**config.mk**
```make
export PLATFORM = sky130hd
export DESIGN_NAME = aofs_top
export DESIGN_NICKNAME = d
export VERILOG_FILES = /design/src/aofs_top.v /design/src/aofs_chan.v
export VERILOG_INCLUDE_DIRS = /design/src
export SDC_FILE = /design/constraint.sdc
export NUM_CORES = 2
export LEC_CHECK = 0
export ABC_AREA = 1
export BUFFER_PORTS_ARGS = -buffer_cell sky130_fd_sc_hd__buf_2
export CORE_AREA = 3 3 528 530
export DETAILED_ROUTE_END_ITERATION = 10
export DIE_AREA = 0 0 531 533
export RECOVER_POWER = 25
export SYNTH_ARGS = -nofsm -noshare
export SYNTH_HDL_FRONTEND = slang
export SYNTH_SLANG_ARGS = --single-unit
export TNS_END_PERCENT = 10
```
**constraint.sdc**
```tcl
create_clock -name clk_in -period 22.1 [get_ports clk_in]
set_clock_uncertainty 0.1 [all_clocks]
set_input_delay 4.42 -clock clk_in [delete_from_list [all_inputs] [get_ports clk_in]]
set_output_delay 4.42 -clock clk_in [all_outputs]
set_load 0.005 [all_outputs]
```
**src/aofs_consts.vh**
```
/*
 * Constants for the analog output fault and status reporting block:
 * word widths, bit positions and fixed word values.
 * Assumes inclusion by bare name from the design files.
 */
`ifndef AOFS_CONSTS_VH
`define AOFS_CONSTS_VH

`define AOFS_NCH 6
`define AOFS_WORD_W 16
`define AOFS_VAL_W 32
// Channel condition word, floating point layout
`define AOFS_FP_NAN_BIT 5
`define AOFS_FP_CAL_BIT 4
`define AOFS_FP_HOLD_BIT 3
`define AOFS_FP_SLEW_BIT 2
`define AOFS_FP_LOW_BIT 1
`define AOFS_FP_HIGH_BIT 0
// Integer layout: channel 0 at bit 14, two bits lower per channel
`define AOFS_INT_HOLD_TOP 14
// Module fault summary word
`define AOFS_MF_ANALOG_BIT 15
`define AOFS_MF_OUTPUT_BIT 13
`define AOFS_MF_CALIBRATING_BIT 12
`define AOFS_MF_CALERR_BIT 11
// Per-channel fault word fixed values
`define AOFS_CF_CALIBRATING 16'h003f
`define AOFS_CF_COMM_FAIL 16'hffff
`define AOFS_ZERO_WORD 16'h0000
// Hold release window: 0.1 % of full scale, as numerator / denominator
`define AOFS_HOLD_WIN_NUM 1
`define AOFS_HOLD_WIN_DEN 1000
// IEEE single precision NaN detection
`define AOFS_EXP_ONES 8'hff
`define AOFS_MODE_FLOAT 1'b1

`endif

```
**src/aofs_top.v**
```verilog
/*
 * Fault and status reporting for a six-channel analog output module.
 * Builds channel condition words, the per-channel fault word and the
 * module fault summary word, and presents them with every data transfer.
 * Assumes all inputs are synchronous to clk_in except the comm-fail and
 * calibration status levels from the link, which are synchronised here.
 */
// What this block does
// - NaN request sets flag, output keeps value
// - Calibration error sets flag and fault bit
// - Any calibration error sets summary bit 11
// - Hold flag clears within 0.1% of full scale of echo
// - Slew alarm, latched or until target reached
// - Floor alarm, latched or until request rises
// - Ceiling alarm, latched or until request falls
// - Either limit alarm sets channel fault bit
// - Float mode bits 6 and 7 read zero
// - Fault bit sets summary bits 15, 13
// - Calibrating sets bit 12 and fault bits
// - One fault bit per channel, bits 5..0
// - Calibrating gives 003F, comm failure FFFF
// - Integer mode: one word, hold only
// - Integer hold bits: channel 0 at 14
// - Integer odd bits 15..5 read zero
// - Integer omits cal errors, summary keeps them
// - Status words sent with each transfer
`timescale 1ns/1ps
`default_nettype none
`include "aofs_consts.vh"

module aofs_top (
    input wire clk_in,
    input wire rst_in,
    input wire float_mode_in,
    input wire comm_fail_in,
    input wire [5:0] calibrating_in,
    input wire [5:0] cal_error_in,
    input wire [5:0] hold_enter_in,
    input wire [5:0] latch_en_in,
    input wire [5:0] unlatch_in,
    input wire [5:0] at_target_in,
    input wire [191:0] request_raw_in,
    input wire [191:0] request_in,
    input wire [191:0] echo_in,
    input wire [31:0] full_scale_in,
    input wire [191:0] floor_in,
    input wire [191:0] ceiling_in,
    input wire [191:0] max_step_in,
    input wire transfer_in,
    output reg [5:0] out_update_q_out,
    output reg [5:0] hold_q_out,
    output reg [15:0] module_fault_summary_word_q_out,
    output reg [15:0] per_channel_fault_word_q_out,
    output reg [95:0] channel_condition_word_q_out,
    output reg transfer_valid_q_out
);

    // ------------------------------------------------------------
    // Synchronisers for link-side status levels
    // ------------------------------------------------------------
    reg comm_meta_q;
    reg comm_q;
    reg [5:0] calib_meta_q;
    reg [5:0] calib_q;
    reg [5:0] calerr_meta_q;
    reg [5:0] calerr_q;

    always @(posedge clk_in) begin
        if (rst_in) begin
            comm_meta_q <= 1'b0;
            comm_q <= 1'b0;
            calib_meta_q <= 6'h00;
            calib_q <= 6'h00;
            calerr_meta_q <= 6'h00;
            calerr_q <= 6'h00;
        end else begin
            comm_meta_q <= comm_fail_in;
            comm_q <= comm_meta_q;
            calib_meta_q <= calibrating_in;
            calib_q <= calib_meta_q;
            calerr_meta_q <= cal_error_in;
            calerr_q <= calerr_meta_q;
        end
    end

    // ------------------------------------------------------------
    // Per-channel condition flags
    // ------------------------------------------------------------
    wire [5:0] nan_w;
    wire [5:0] hold_rel_w;
    wire [5:0] slew_w;
    wire [5:0] low_w;
    wire [5:0] high_w;
    reg [5:0] hold_d;

    genvar gi;
    generate
        for (gi = 0; gi < `AOFS_NCH; gi = gi + 1) begin : g_chan
            aofs_chan u_chan (
                .clk_in(clk_in),
                .rst_in(rst_in),
                .float_mode_in(float_mode_in),
                .request_raw_in(request_raw_in[gi*32 +: 32]),
                .request_in(request_in[gi*32 +: 32]),
                .echo_in(echo_in[gi*32 +: 32]),
                .full_scale_in(full_scale_in),
                .floor_in(floor_in[gi*32 +: 32]),
                .ceiling_in(ceiling_in[gi*32 +: 32]),
                .max_step_in(max_step_in[gi*32 +: 32]),
                .latch_en_in(latch_en_in[gi]),
                .unlatch_in(unlatch_in[gi]),
                .update_in(transfer_in),
                .at_target_in(at_target_in[gi]),
                .nan_q_out(nan_w[gi]),
                .hold_q_out(hold_rel_w[gi]),
                .slew_q_out(slew_w[gi]),
                .low_q_out(low_w[gi]),
                .high_q_out(high_w[gi])
            );
        end
    endgenerate

    // ------------------------------------------------------------
    // Hold flag and output update enables
    // ------------------------------------------------------------
    // Release window computed here, entry from outside; entry wins
    function in_hold_window;
        input signed [31:0] req;
        input signed [31:0] ech;
        input [31:0] fs;
        reg signed [32:0] df;
        reg [32:0] ad;
        begin
            df = {req[31], req} - {ech[31], ech};
            ad = df[32] ? (33'h000000000 - df) : df;
            in_hold_window = ({31'h00000000, ad} * 64'd`AOFS_HOLD_WIN_DEN) <=
                ({32'h00000000, fs} * 64'd`AOFS_HOLD_WIN_NUM);
        end
    endfunction

    integer hi;
    always @* begin
        hold_d = hold_q_out;
        for (hi = 0; hi < `AOFS_NCH; hi = hi + 1) begin
            if (hold_enter_in[hi])
                hold_d[hi] = 1'b1;
            else if (transfer_in && hold_q_out[hi] &&
                in_hold_window(request_in[hi*32 +: 32], echo_in[hi*32 +: 32], full_scale_in))
                hold_d[hi] = 1'b0;
        end
    end

    integer ui;
    always @(posedge clk_in) begin
        if (rst_in) begin
            hold_q_out <= 6'h00;
            out_update_q_out <= 6'h00;
        end else begin
            hold_q_out <= hold_d;
            for (ui = 0; ui < `AOFS_NCH; ui = ui + 1)
                // NaN or holding keeps the previous output value
                out_update_q_out[ui] <= transfer_in && !hold_d[ui] && !(float_mode_in &&
                    (request_raw_in[ui*32+23 +: 8] == `AOFS_EXP_ONES) &&
                    (request_raw_in[ui*32 +: 23] != 23'h000000));
        end
    end

    // ------------------------------------------------------------
    // Word assembly
    // ------------------------------------------------------------
    reg [15:0] chan_fault_d;
    reg [15:0] summary_d;
    reg [95:0] cond_d;
    reg [15:0] int_word;
    integer wi;

    always @* begin
        chan_fault_d = `AOFS_ZERO_WORD;
        cond_d = 96'h0;
        int_word = `AOFS_ZERO_WORD;
        summary_d = `AOFS_ZERO_WORD;
        for (wi = 0; wi < `AOFS_NCH; wi = wi + 1) begin
            chan_fault_d[wi] = low_w[wi] | high_w[wi] | calerr_q[wi];
            int_word[`AOFS_INT_HOLD_TOP - 2*wi] = hold_q_out[wi];
        end
        if (comm_q)
            chan_fault_d = `AOFS_CF_COMM_FAIL;
        else if (|calib_q)
            chan_fault_d = `AOFS_CF_CALIBRATING;
        if (float_mode_in == `AOFS_MODE_FLOAT) begin
            for (wi = 0; wi < `AOFS_NCH; wi = wi + 1) begin
                // Bits 15..6 stay zero
                cond_d[wi*16 + `AOFS_FP_NAN_BIT] = nan_w[wi];
                cond_d[wi*16 + `AOFS_FP_CAL_BIT] = calerr_q[wi];
                cond_d[wi*16 + `AOFS_FP_HOLD_BIT] = hold_q_out[wi];
                cond_d[wi*16 + `AOFS_FP_SLEW_BIT] = slew_w[wi];
                cond_d[wi*16 + `AOFS_FP_LOW_BIT] = low_w[wi];
                cond_d[wi*16 + `AOFS_FP_HIGH_BIT] = high_w[wi];
            end
        end else begin
            cond_d[15:0] = int_word;
        end
        summary_d[`AOFS_MF_ANALOG_BIT] = |chan_fault_d;
        summary_d[`AOFS_MF_OUTPUT_BIT] = |chan_fault_d;
        summary_d[`AOFS_MF_CALIBRATING_BIT] = |calib_q;
        summary_d[`AOFS_MF_CALERR_BIT] = |calerr_q;
    end

    // ------------------------------------------------------------
    // Reported words, refreshed every cycle, flagged per transfer
    // ------------------------------------------------------------
    always @(posedge clk_in) begin
        if (rst_in) begin
            module_fault_summary_word_q_out <= `AOFS_ZERO_WORD;
            per_channel_fault_word_q_out <= `AOFS_ZERO_WORD;
            channel_condition_word_q_out <= 96'h0;
            transfer_valid_q_out <= 1'b0;
        end else begin
            module_fault_summary_word_q_out <= summary_d;
            per_channel_fault_word_q_out <= chan_fault_d;
            channel_condition_word_q_out <= cond_d;
            transfer_valid_q_out <= transfer_in;
        end
    end

    // hold_rel_w mirrors release in the channel but the top owns the hold flag
endmodule // aofs_top

`default_nettype wire

```
**src/aofs_chan.v**
```verilog
/*
 * One output channel's condition flags: NaN, hold, slew alarm,
 * floor and ceiling alarms with optional latching.
 * Assumes values and limits arrive already in one signed integer
 * scale on clk_in; calibration error is formed outside.
 */
`timescale 1ns/1ps
`default_nettype none
`include "aofs_consts.vh"

module aofs_chan (
    input wire clk_in,
    input wire rst_in,
    input wire float_mode_in,
    input wire [31:0] request_raw_in,
    input wire signed [31:0] request_in,
    input wire signed [31:0] echo_in,
    input wire signed [31:0] full_scale_in,
    input wire signed [31:0] floor_in,
    input wire signed [31:0] ceiling_in,
    input wire signed [31:0] max_step_in,
    input wire latch_en_in,
    input wire unlatch_in,
    input wire update_in,
    input wire at_target_in,
    output reg nan_q_out,
    output reg hold_q_out,
    output reg slew_q_out,
    output reg low_q_out,
    output reg high_q_out
);

    wire is_nan;
    wire signed [32:0] diff;
    wire [32:0] diff_abs;
    wire [63:0] win_lhs;
    wire [63:0] win_rhs;
    wire in_window;
    wire signed [32:0] step;
    wire [32:0] step_abs;
    wire slew_cond;
    wire low_cond;
    wire high_cond;

    // A NaN request must not reach the hold or limit logic
    assign is_nan = float_mode_in &&
        (request_raw_in[30:23] == `AOFS_EXP_ONES) && (request_raw_in[22:0] != 23'h000000);
    assign diff = {request_in[31], request_in} - {echo_in[31], echo_in};
    assign diff_abs = diff[32] ? (33'h000000000 - diff) : diff;
    // Multiply out instead of dividing, so no divider is needed
    assign win_lhs = {31'h00000000, diff_abs} * 64'd`AOFS_HOLD_WIN_DEN;
    assign win_rhs = {32'h00000000, full_scale_in[31:0]} * 64'd`AOFS_HOLD_WIN_NUM;
    assign in_window = (win_lhs <= win_rhs);
    assign step = {request_in[31], request_in} - {echo_in[31], echo_in};
    assign step_abs = step[32] ? (33'h000000000 - step) : step;
    assign slew_cond = (step_abs > {1'b0, max_step_in});
    assign low_cond = (request_in < floor_in);
    assign high_cond = (request_in > ceiling_in);

    always @(posedge clk_in) begin
        if (rst_in) begin
            nan_q_out <= 1'b0;
            hold_q_out <= 1'b0;
            slew_q_out <= 1'b0;
            low_q_out <= 1'b0;
            high_q_out <= 1'b0;
        end else if (update_in) begin
            nan_q_out <= is_nan;
            if (!is_nan) begin
                // Hold release needs the request close to the echo
                if (hold_q_out && in_window)
                    hold_q_out <= 1'b0;
                // Set wins over unlatch: only clear when condition gone
                if (slew_cond)
                    slew_q_out <= 1'b1;
                else if (latch_en_in ? unlatch_in : at_target_in)
                    slew_q_out <= 1'b0;
                if (low_cond)
                    low_q_out <= 1'b1;
                else if (!latch_en_in || unlatch_in)
                    low_q_out <= 1'b0;
                if (high_cond)
                    high_q_out <= 1'b1;
                else if (!latch_en_in || unlatch_in)
                    high_q_out <= 1'b0;
            end
        end else begin
            if (latch_en_in && unlatch_in) begin
                if (!slew_cond && !slew_q_out)
                    slew_q_out <= 1'b0;
                else if (!slew_cond)
                    slew_q_out <= 1'b0;
                if (!low_cond)
                    low_q_out <= 1'b0;
                if (!high_cond)
                    high_q_out <= 1'b0;
            end
            if (!latch_en_in && at_target_in)
                slew_q_out <= 1'b0;
        end
    end

    // Hold is entered from outside via the hold request path in the top;
    // here it only tracks the release window.
endmodule // aofs_chan

`default_nettype wire

```
Word-level counts from Yosys, hierarchy flattened. Index checks and enable logic that the tools add are counted.

Register bits: 190. Input bits: 1225. Output and inout bits: 141.

$add $sub $neg: 12. $mul: 6. Order comparisons: 24. Eq/ne operators: 48. Mux-type cells: 141. Bitwise gates (word level): 13. Reduce and logical (&&, ||, !) cells: 131.

Operators by type and width (number): 43-bit by 32-bit less-or-equal comparator with 1-bit output (6); 33-bit by 7-bit multiplier with 40-bit output (second input constant) (6); 33-bit by 32-bit > comparator with 1-bit output (6); 33-bit 2-to-1 mux (6); 1-bit by 33-bit subtractor with 33-bit output (first input constant) (6); 32-bit by 32-bit subtractor with 33-bit output (6); 32-bit > comparator (6); 32-bit < comparator (6); 23-bit nonzero test (6); 1-bit 2-to-1 mux (132); 4-bit AND reduction (18); 1-bit logical AND (54); 3-bit by 1-bit != test with 1-bit output (second input constant) (18); 8-bit equality test (second input constant) (6); 2-bit != test (second input constant) (18); 1-bit zero test (30); 4-bit != test (second input constant) (6); 3-bit nonzero test (6); 16-bit 2-to-1 mux (1); 16-bit OR reduction (1); 1-bit bitwise OR (12); 2-bit nonzero test (6); 6-bit OR reduction (2); 1-bit logical OR (6); other kinds (4) (5).

Depth between registers and ports, before layout.
Depth in word-level cells: 11. Gate-level depth with buffers: 57. Gate-level depth less buffers: 56.

By module. From an unflattened synthesis, not the netlist that was laid out.

Cells, all modules: 17500. Area total of the unflattened synthesis: 104666.6 um^2.

By module, submodules not included: aofs_top (times used 1, cells an instance 10294, area each 65663.0 um^2, sequential area each 1801.7 um^2); aofs_chan (g_chan[0].u_chan ...) (times used 4, cells an instance 1218, area each 6528.8 um^2, sequential area each 80.1 um^2); aofs_chan (g_chan[3].u_chan) (times used 1, cells an instance 1204, area each 6670.1 um^2, sequential area each 80.1 um^2); aofs_chan (g_chan[2].u_chan) (times used 1, cells an instance 1130, area each 6218.5 um^2, sequential area each 80.1 um^2).

Least setup slack after synthesis. No wires, ideal clock.

Path kind: input-to-reg. Start: in request_in[96]. End: reg hold_q_out[3]. Setup time: 0.132 ns. Arrival time: 12.784 ns. Required time: 21.868 ns. Path slack: 9.084 ns. Cell stages on the path: 52. Buffers on the path: 2. Cell sequence: inv_1 > ha_1 > fa_1 > nand3b_1 > nand2_1 > nand2_1 > nand2_1 > nand2_1 > nand2_1 > nand3_1 > nand2_1 > nand2_1 > nand2_1 > buf_2 > clkbuf_1 > nand2_1 > xor2_1 > inv_1 > [... 16 more ...] > o21ai_0 > inv_1 > o21ai_0 > xor2_1 > ha_1 > nand2_1 > inv_1 > nand3_1 > a21oi_1 > a2111oi_0 > nand3_1 > nand2_1 > a21oi_1 > a31o_2 > a21oi_1 > nand2_1 > o21ai_0 > a21oi_1.

Cells in the longest elaborated chain, start to end: 8.

RTL lines: start, declared (line aofs_top.v:43) `input wire [191:0] request_in,`; 32-bit by 32-bit subtractor with 33-bit output *; 1-bit by 33-bit subtractor with 33-bit output; 33-bit 2-to-1 mux *; 33-bit by 7-bit multiplier with 40-bit output (no line) *; 43-bit by 32-bit less-or-equal comparator with 1-bit output *; 1-bit logical AND * (line aofs_top.v:147) `else if (transfer_in && hold_q_out[hi] &&`; 1-bit 2-to-1 mux * (line aofs_top.v:147); 1-bit 2-to-1 mux * (line aofs_top.v:145) `if (hold_enter_in[hi])`; end signal, assigned (line aofs_top.v:159) `hold_q_out <= hold_d;`; end, declared (line aofs_top.v:51) `output reg [5:0] hold_q_out,`.

Every way passes the cells marked *; elsewhere a longest branch is shown, timed or not. A chain may end at the register's enable or synchronous reset.

Worst setup path after layout.
Start: in request_in[128]. End: reg hold_q_out[4].

The elaborated chain is that of the path after synthesis.

==> impl_metrics.json <==
{
  "fin_crit_ns": 15.16,
  "required_ns": 22.24,
  "netlist_area_sq_mm": 0.0760,
  "drv_cap": 2,
  "synthArstFlopShare": 0,
  "reg2reg_depth": 5,
  "wl_per_cell_um": 18.1,
  "netlist_instances": 11600,
  "ant_nets": 0,
  "start_util": 0.277,
  "slew_violations": 51,
  "firstDrtPassIters": 6,
  "place_congestion": 0.963,
  "worstPathArrival_ns": 15.29,
  "critPathCaptureType": "flop",
  "status": "finished with violations",
  "crit_start": "request_in[128]",
  "tightestPinTransition_ns": 2.42,
  "die_w_um": 531,
  "m1WireLength_um": 130000,
  "synth_ff_type": "dfxtp_1",
  "synth-edff-count": 0,
  "r2r_slack_ns": 20.02,
  "yosysSeqAreaShare": 0.0300,
  "yosysUniqueCellTypes": 68,
  "cts_num_sinks": 114,
  "worstSetupPathType": "in2reg",
  "critPathSlowestCell": "o21ai_0",
  "drive_gt1_frac": 0.116,
  "clk_latency_ns": 0.46,
  "grt_max_degree": 44,
  "synthMuxAreaShare": 0,
  "cts_tree": "built",
  "cts_hold_buf": 0,
  "r2r-start": "calib_q[5]$_SDFF_PP0_",
  "rsz0062_at_grt": "false",
  "ys_warn_count": 0,
  "dr_wl_met3_um": 21300,
  "fp.dieH_um": 533,
  "cts_buffers": 17,
  "drt-total-wl_um": 299000,
  "port_buffers": 1292,
  "slew_headroom": -0.614,
  "grt_pass1_wl_um": 443000,
  "h-tree-depth": 4,
  "layout_commonest_cell": "inv_1",
  "ys_seq_elements": 114,
  "synth-xor-area-share": 0.0560,
  "cts.path.max_buffers": 2,
  "vias": 76900,
  "fin_nets": 16100,
  "cp_common_cell": "nand2_1",
  "routed-wl-met2_um": 139000,
  "area_delta_synth_final_pct": 15.2,
  "hpwlAfterDp_um": 269000,
  "rows": 192,
  "hp-class": "reg2reg",
  "ios": 1366,
  "violations": "capacitance limit, slew limit",
  "synth_fa_ha_area_frac": 0.401,
  "fin_crit_sh": 0.686,
  "post_synth.cell_area_avg_sq_um": 6.58,
  "layout_common_cells": "inv_1 (2,846), nand2_1 (2,371), ha_1 (1,386)",
  "core_area_sq_mm": 0.274,
  "yosys.area_share.simple": 0.242,
  "root_buffer": "clkbuf_16",
  "clk_pin_slew_ns": 0.08,
  "max_stage_delay_ns": 1.02,
  "via_per_inst": 4.65,
  "grt_overflow": 0,
  "grt_pass1_vias": 74200,
  "crit_end": "hold_q_out[4]$_SDFF_PP0_",
  "synth_compound_area_frac": 0.120,
  "cp-start-kind": "input pin",
  "hold_viol_final": 0,
  "synth_top_family_by_area": "adder cells",
  "die_area_sq_mm": 0.283,
  "track_usage": 0.206,
  "fmax_mhz": 66.0,
  "antenna_found_initial": 175,
  "cts_resized": 0,
  "crit_path_max_fanout": 29,
  "finalSetupViolations": 0,
  "dr.first_iter.drc_count": 4975,
  "r2r_end": "per_channel_fault_word_q_out[1]$_SDFF_PP0_",
  "post_cts_buffers": 0,
  "topRoutingLayerUsed": "met5",
  "setup_tns_ns": 0,
  "drc": 0
}
state kept, by name, summed over array words and instances, names as in the netlist, 3 cells and up:
register,count
channel_condition_word_q_out,41
hold_q_out,6
g_chan.u_chan.slew_q_out,6
calerr_q,6
g_chan.u_chan.high_q_out,6
calib_q,6
per_channel_fault_word_q_out,7
out_update_q_out,6
calerr_meta_q,6
module_fault_summary_word_q_out,3
calib_meta_q,6
g_chan.u_chan.nan_q_out,6
g_chan.u_chan.low_q_out,6
routing by layer:
layer | track usage | up-vias
li1 | - | 39200
met1 | 0.267 | 35100
met2 | 0.346 | 2181
met3 | 0.0353 | 352
met4 | 0.0611 | 68
met5 | 0 | -
worst min-delay path by stage:
stage,start,end,cells past startpoint
floorplan,calerr_meta_q[0]$_SDFF_PP0_,calerr_q[0]$_SDFF_PP0_,2
global placement,calerr_meta_q[3]$_SDFF_PP0_,calerr_q[3]$_SDFF_PP0_,2
detailed placement,calib_meta_q[1]$_SDFF_PP0_,calib_q[1]$_SDFF_PP0_,2
CTS,calib_meta_q[5]$_SDFF_PP0_,calib_q[5]$_SDFF_PP0_,2
global route,calib_meta_q[0]$_SDFF_PP0_,calib_q[0]$_SDFF_PP0_,2
finish,calib_meta_q[5]$_SDFF_PP0_,calib_q[5]$_SDFF_PP0_,2
logic make-up after synthesis:
kind of cell / after synthesis
buffers and inverters: 2991
flip-flops: 114
XOR/XNOR: 470
adder cells (fa/ha/maj): 2040
other: 1
AO/OA/AOI/OAI: 1600
AND/OR/NAND/NOR: 4338
per-stage QoR:
stage / area, sq um / instances / hold slack (ns) / util / setup slack, ns
4_1_cts: 87400 / 16500 / 0.304 / 0.319 / 7.46
6_report: 87600 / 16500 / 0.303 / 0.320 / 6.94
3_3_place_gp: 86800 / 16400 / 0.289 / 0.317 / 6.98
5_1_grt: 87500 / 16500 / 0.320 / 0.319 / 6.30
3_5_place_dp: 86800 / 16400 / 0.296 / 0.317 / 6.94
2_1_floorplan: 76200 / 11600 / 0.288 / - / 9.08
worst max-delay path, delay by kind of cell:
kind            cells  cell delay, ns
simple gates       27            3.21
xor+xnor            1            0.07
buf+inv             9            1.71
compound gates      6            2.27
fa+ha+maj           8            3.57
Yosys cell counts (8+ instances only):
| cell | instances | share of area |
|---|---|---|
| xnor2_1 | 112 | 0.013 |
| nor4_1 | 84 | 0.0069 |
| dfxtp_1 | 114 | 0.030 |
| and3_1 | 9 | 0.00074 |
| a21oi_1 | 852 | 0.056 |
| xor2_2 | 12 | 0.0026 |
| clkbuf_1 | 24 | 0.0012 |
| nand2_2 | 23 | 0.0019 |
| o221ai_1 | 36 | 0.0041 |
| nor2_2 | 10 | 0.00082 |
| nor3_2 | 13 | 0.0017 |
| inv_1 | 2849 | 0.14 |
| o21ai_0 | 338 | 0.022 |
| and2_1 | 8 | 0.00066 |
| o2111ai_1 | 12 | 0.0014 |
| a21boi_0 | 44 | 0.0043 |
| a31oi_1 | 53 | 0.0044 |
| o21a_1 | 36 | 0.0036 |
| inv_2 | 29 | 0.0014 |
| or2_2 | 18 | 0.0015 |
| a221oi_1 | 9 | 0.0010 |
| nand2_1 | 2372 | 0.12 |
| o21ai_1 | 8 | 0.00053 |
| xor2_1 | 343 | 0.040 |
| a31o_2 | 8 | 0.00092 |
| buf_2 | 10 | 0.00066 |
| nor2_1 | 866 | 0.043 |
| o21bai_1 | 31 | 0.0031 |
| o31ai_1 | 16 | 0.0016 |
| nor3_1 | 141 | 0.0093 |
| a211oi_1 | 46 | 0.0045 |
| nand3_1 | 504 | 0.033 |
| a21o_1 | 49 | 0.0048 |
| nand3b_1 | 49 | 0.0048 |
| o211ai_1 | 28 | 0.0028 |
| nand4_1 | 226 | 0.019 |
| buf_4 | 77 | 0.0076 |
| ha_1 | 1386 | 0.23 |
| fa_1 | 654 | 0.17 |
final cells by class:
type | instances | area (sq um)
inverter | 2879 | 10800
sequential | 114 | 2280
clock inverter | 15 | 164
multi-input combinational | 8515 | 62400
timing repair buffer | 1339 | 6800
antenna | 66 | 165
clock buffer | 17 | 425
fill | 30400 | 186000
tap | 3589 | 4490
Power is not shown: default switching activity piles up to over one toggle a cycle in this logic, so the estimate is an artifact.
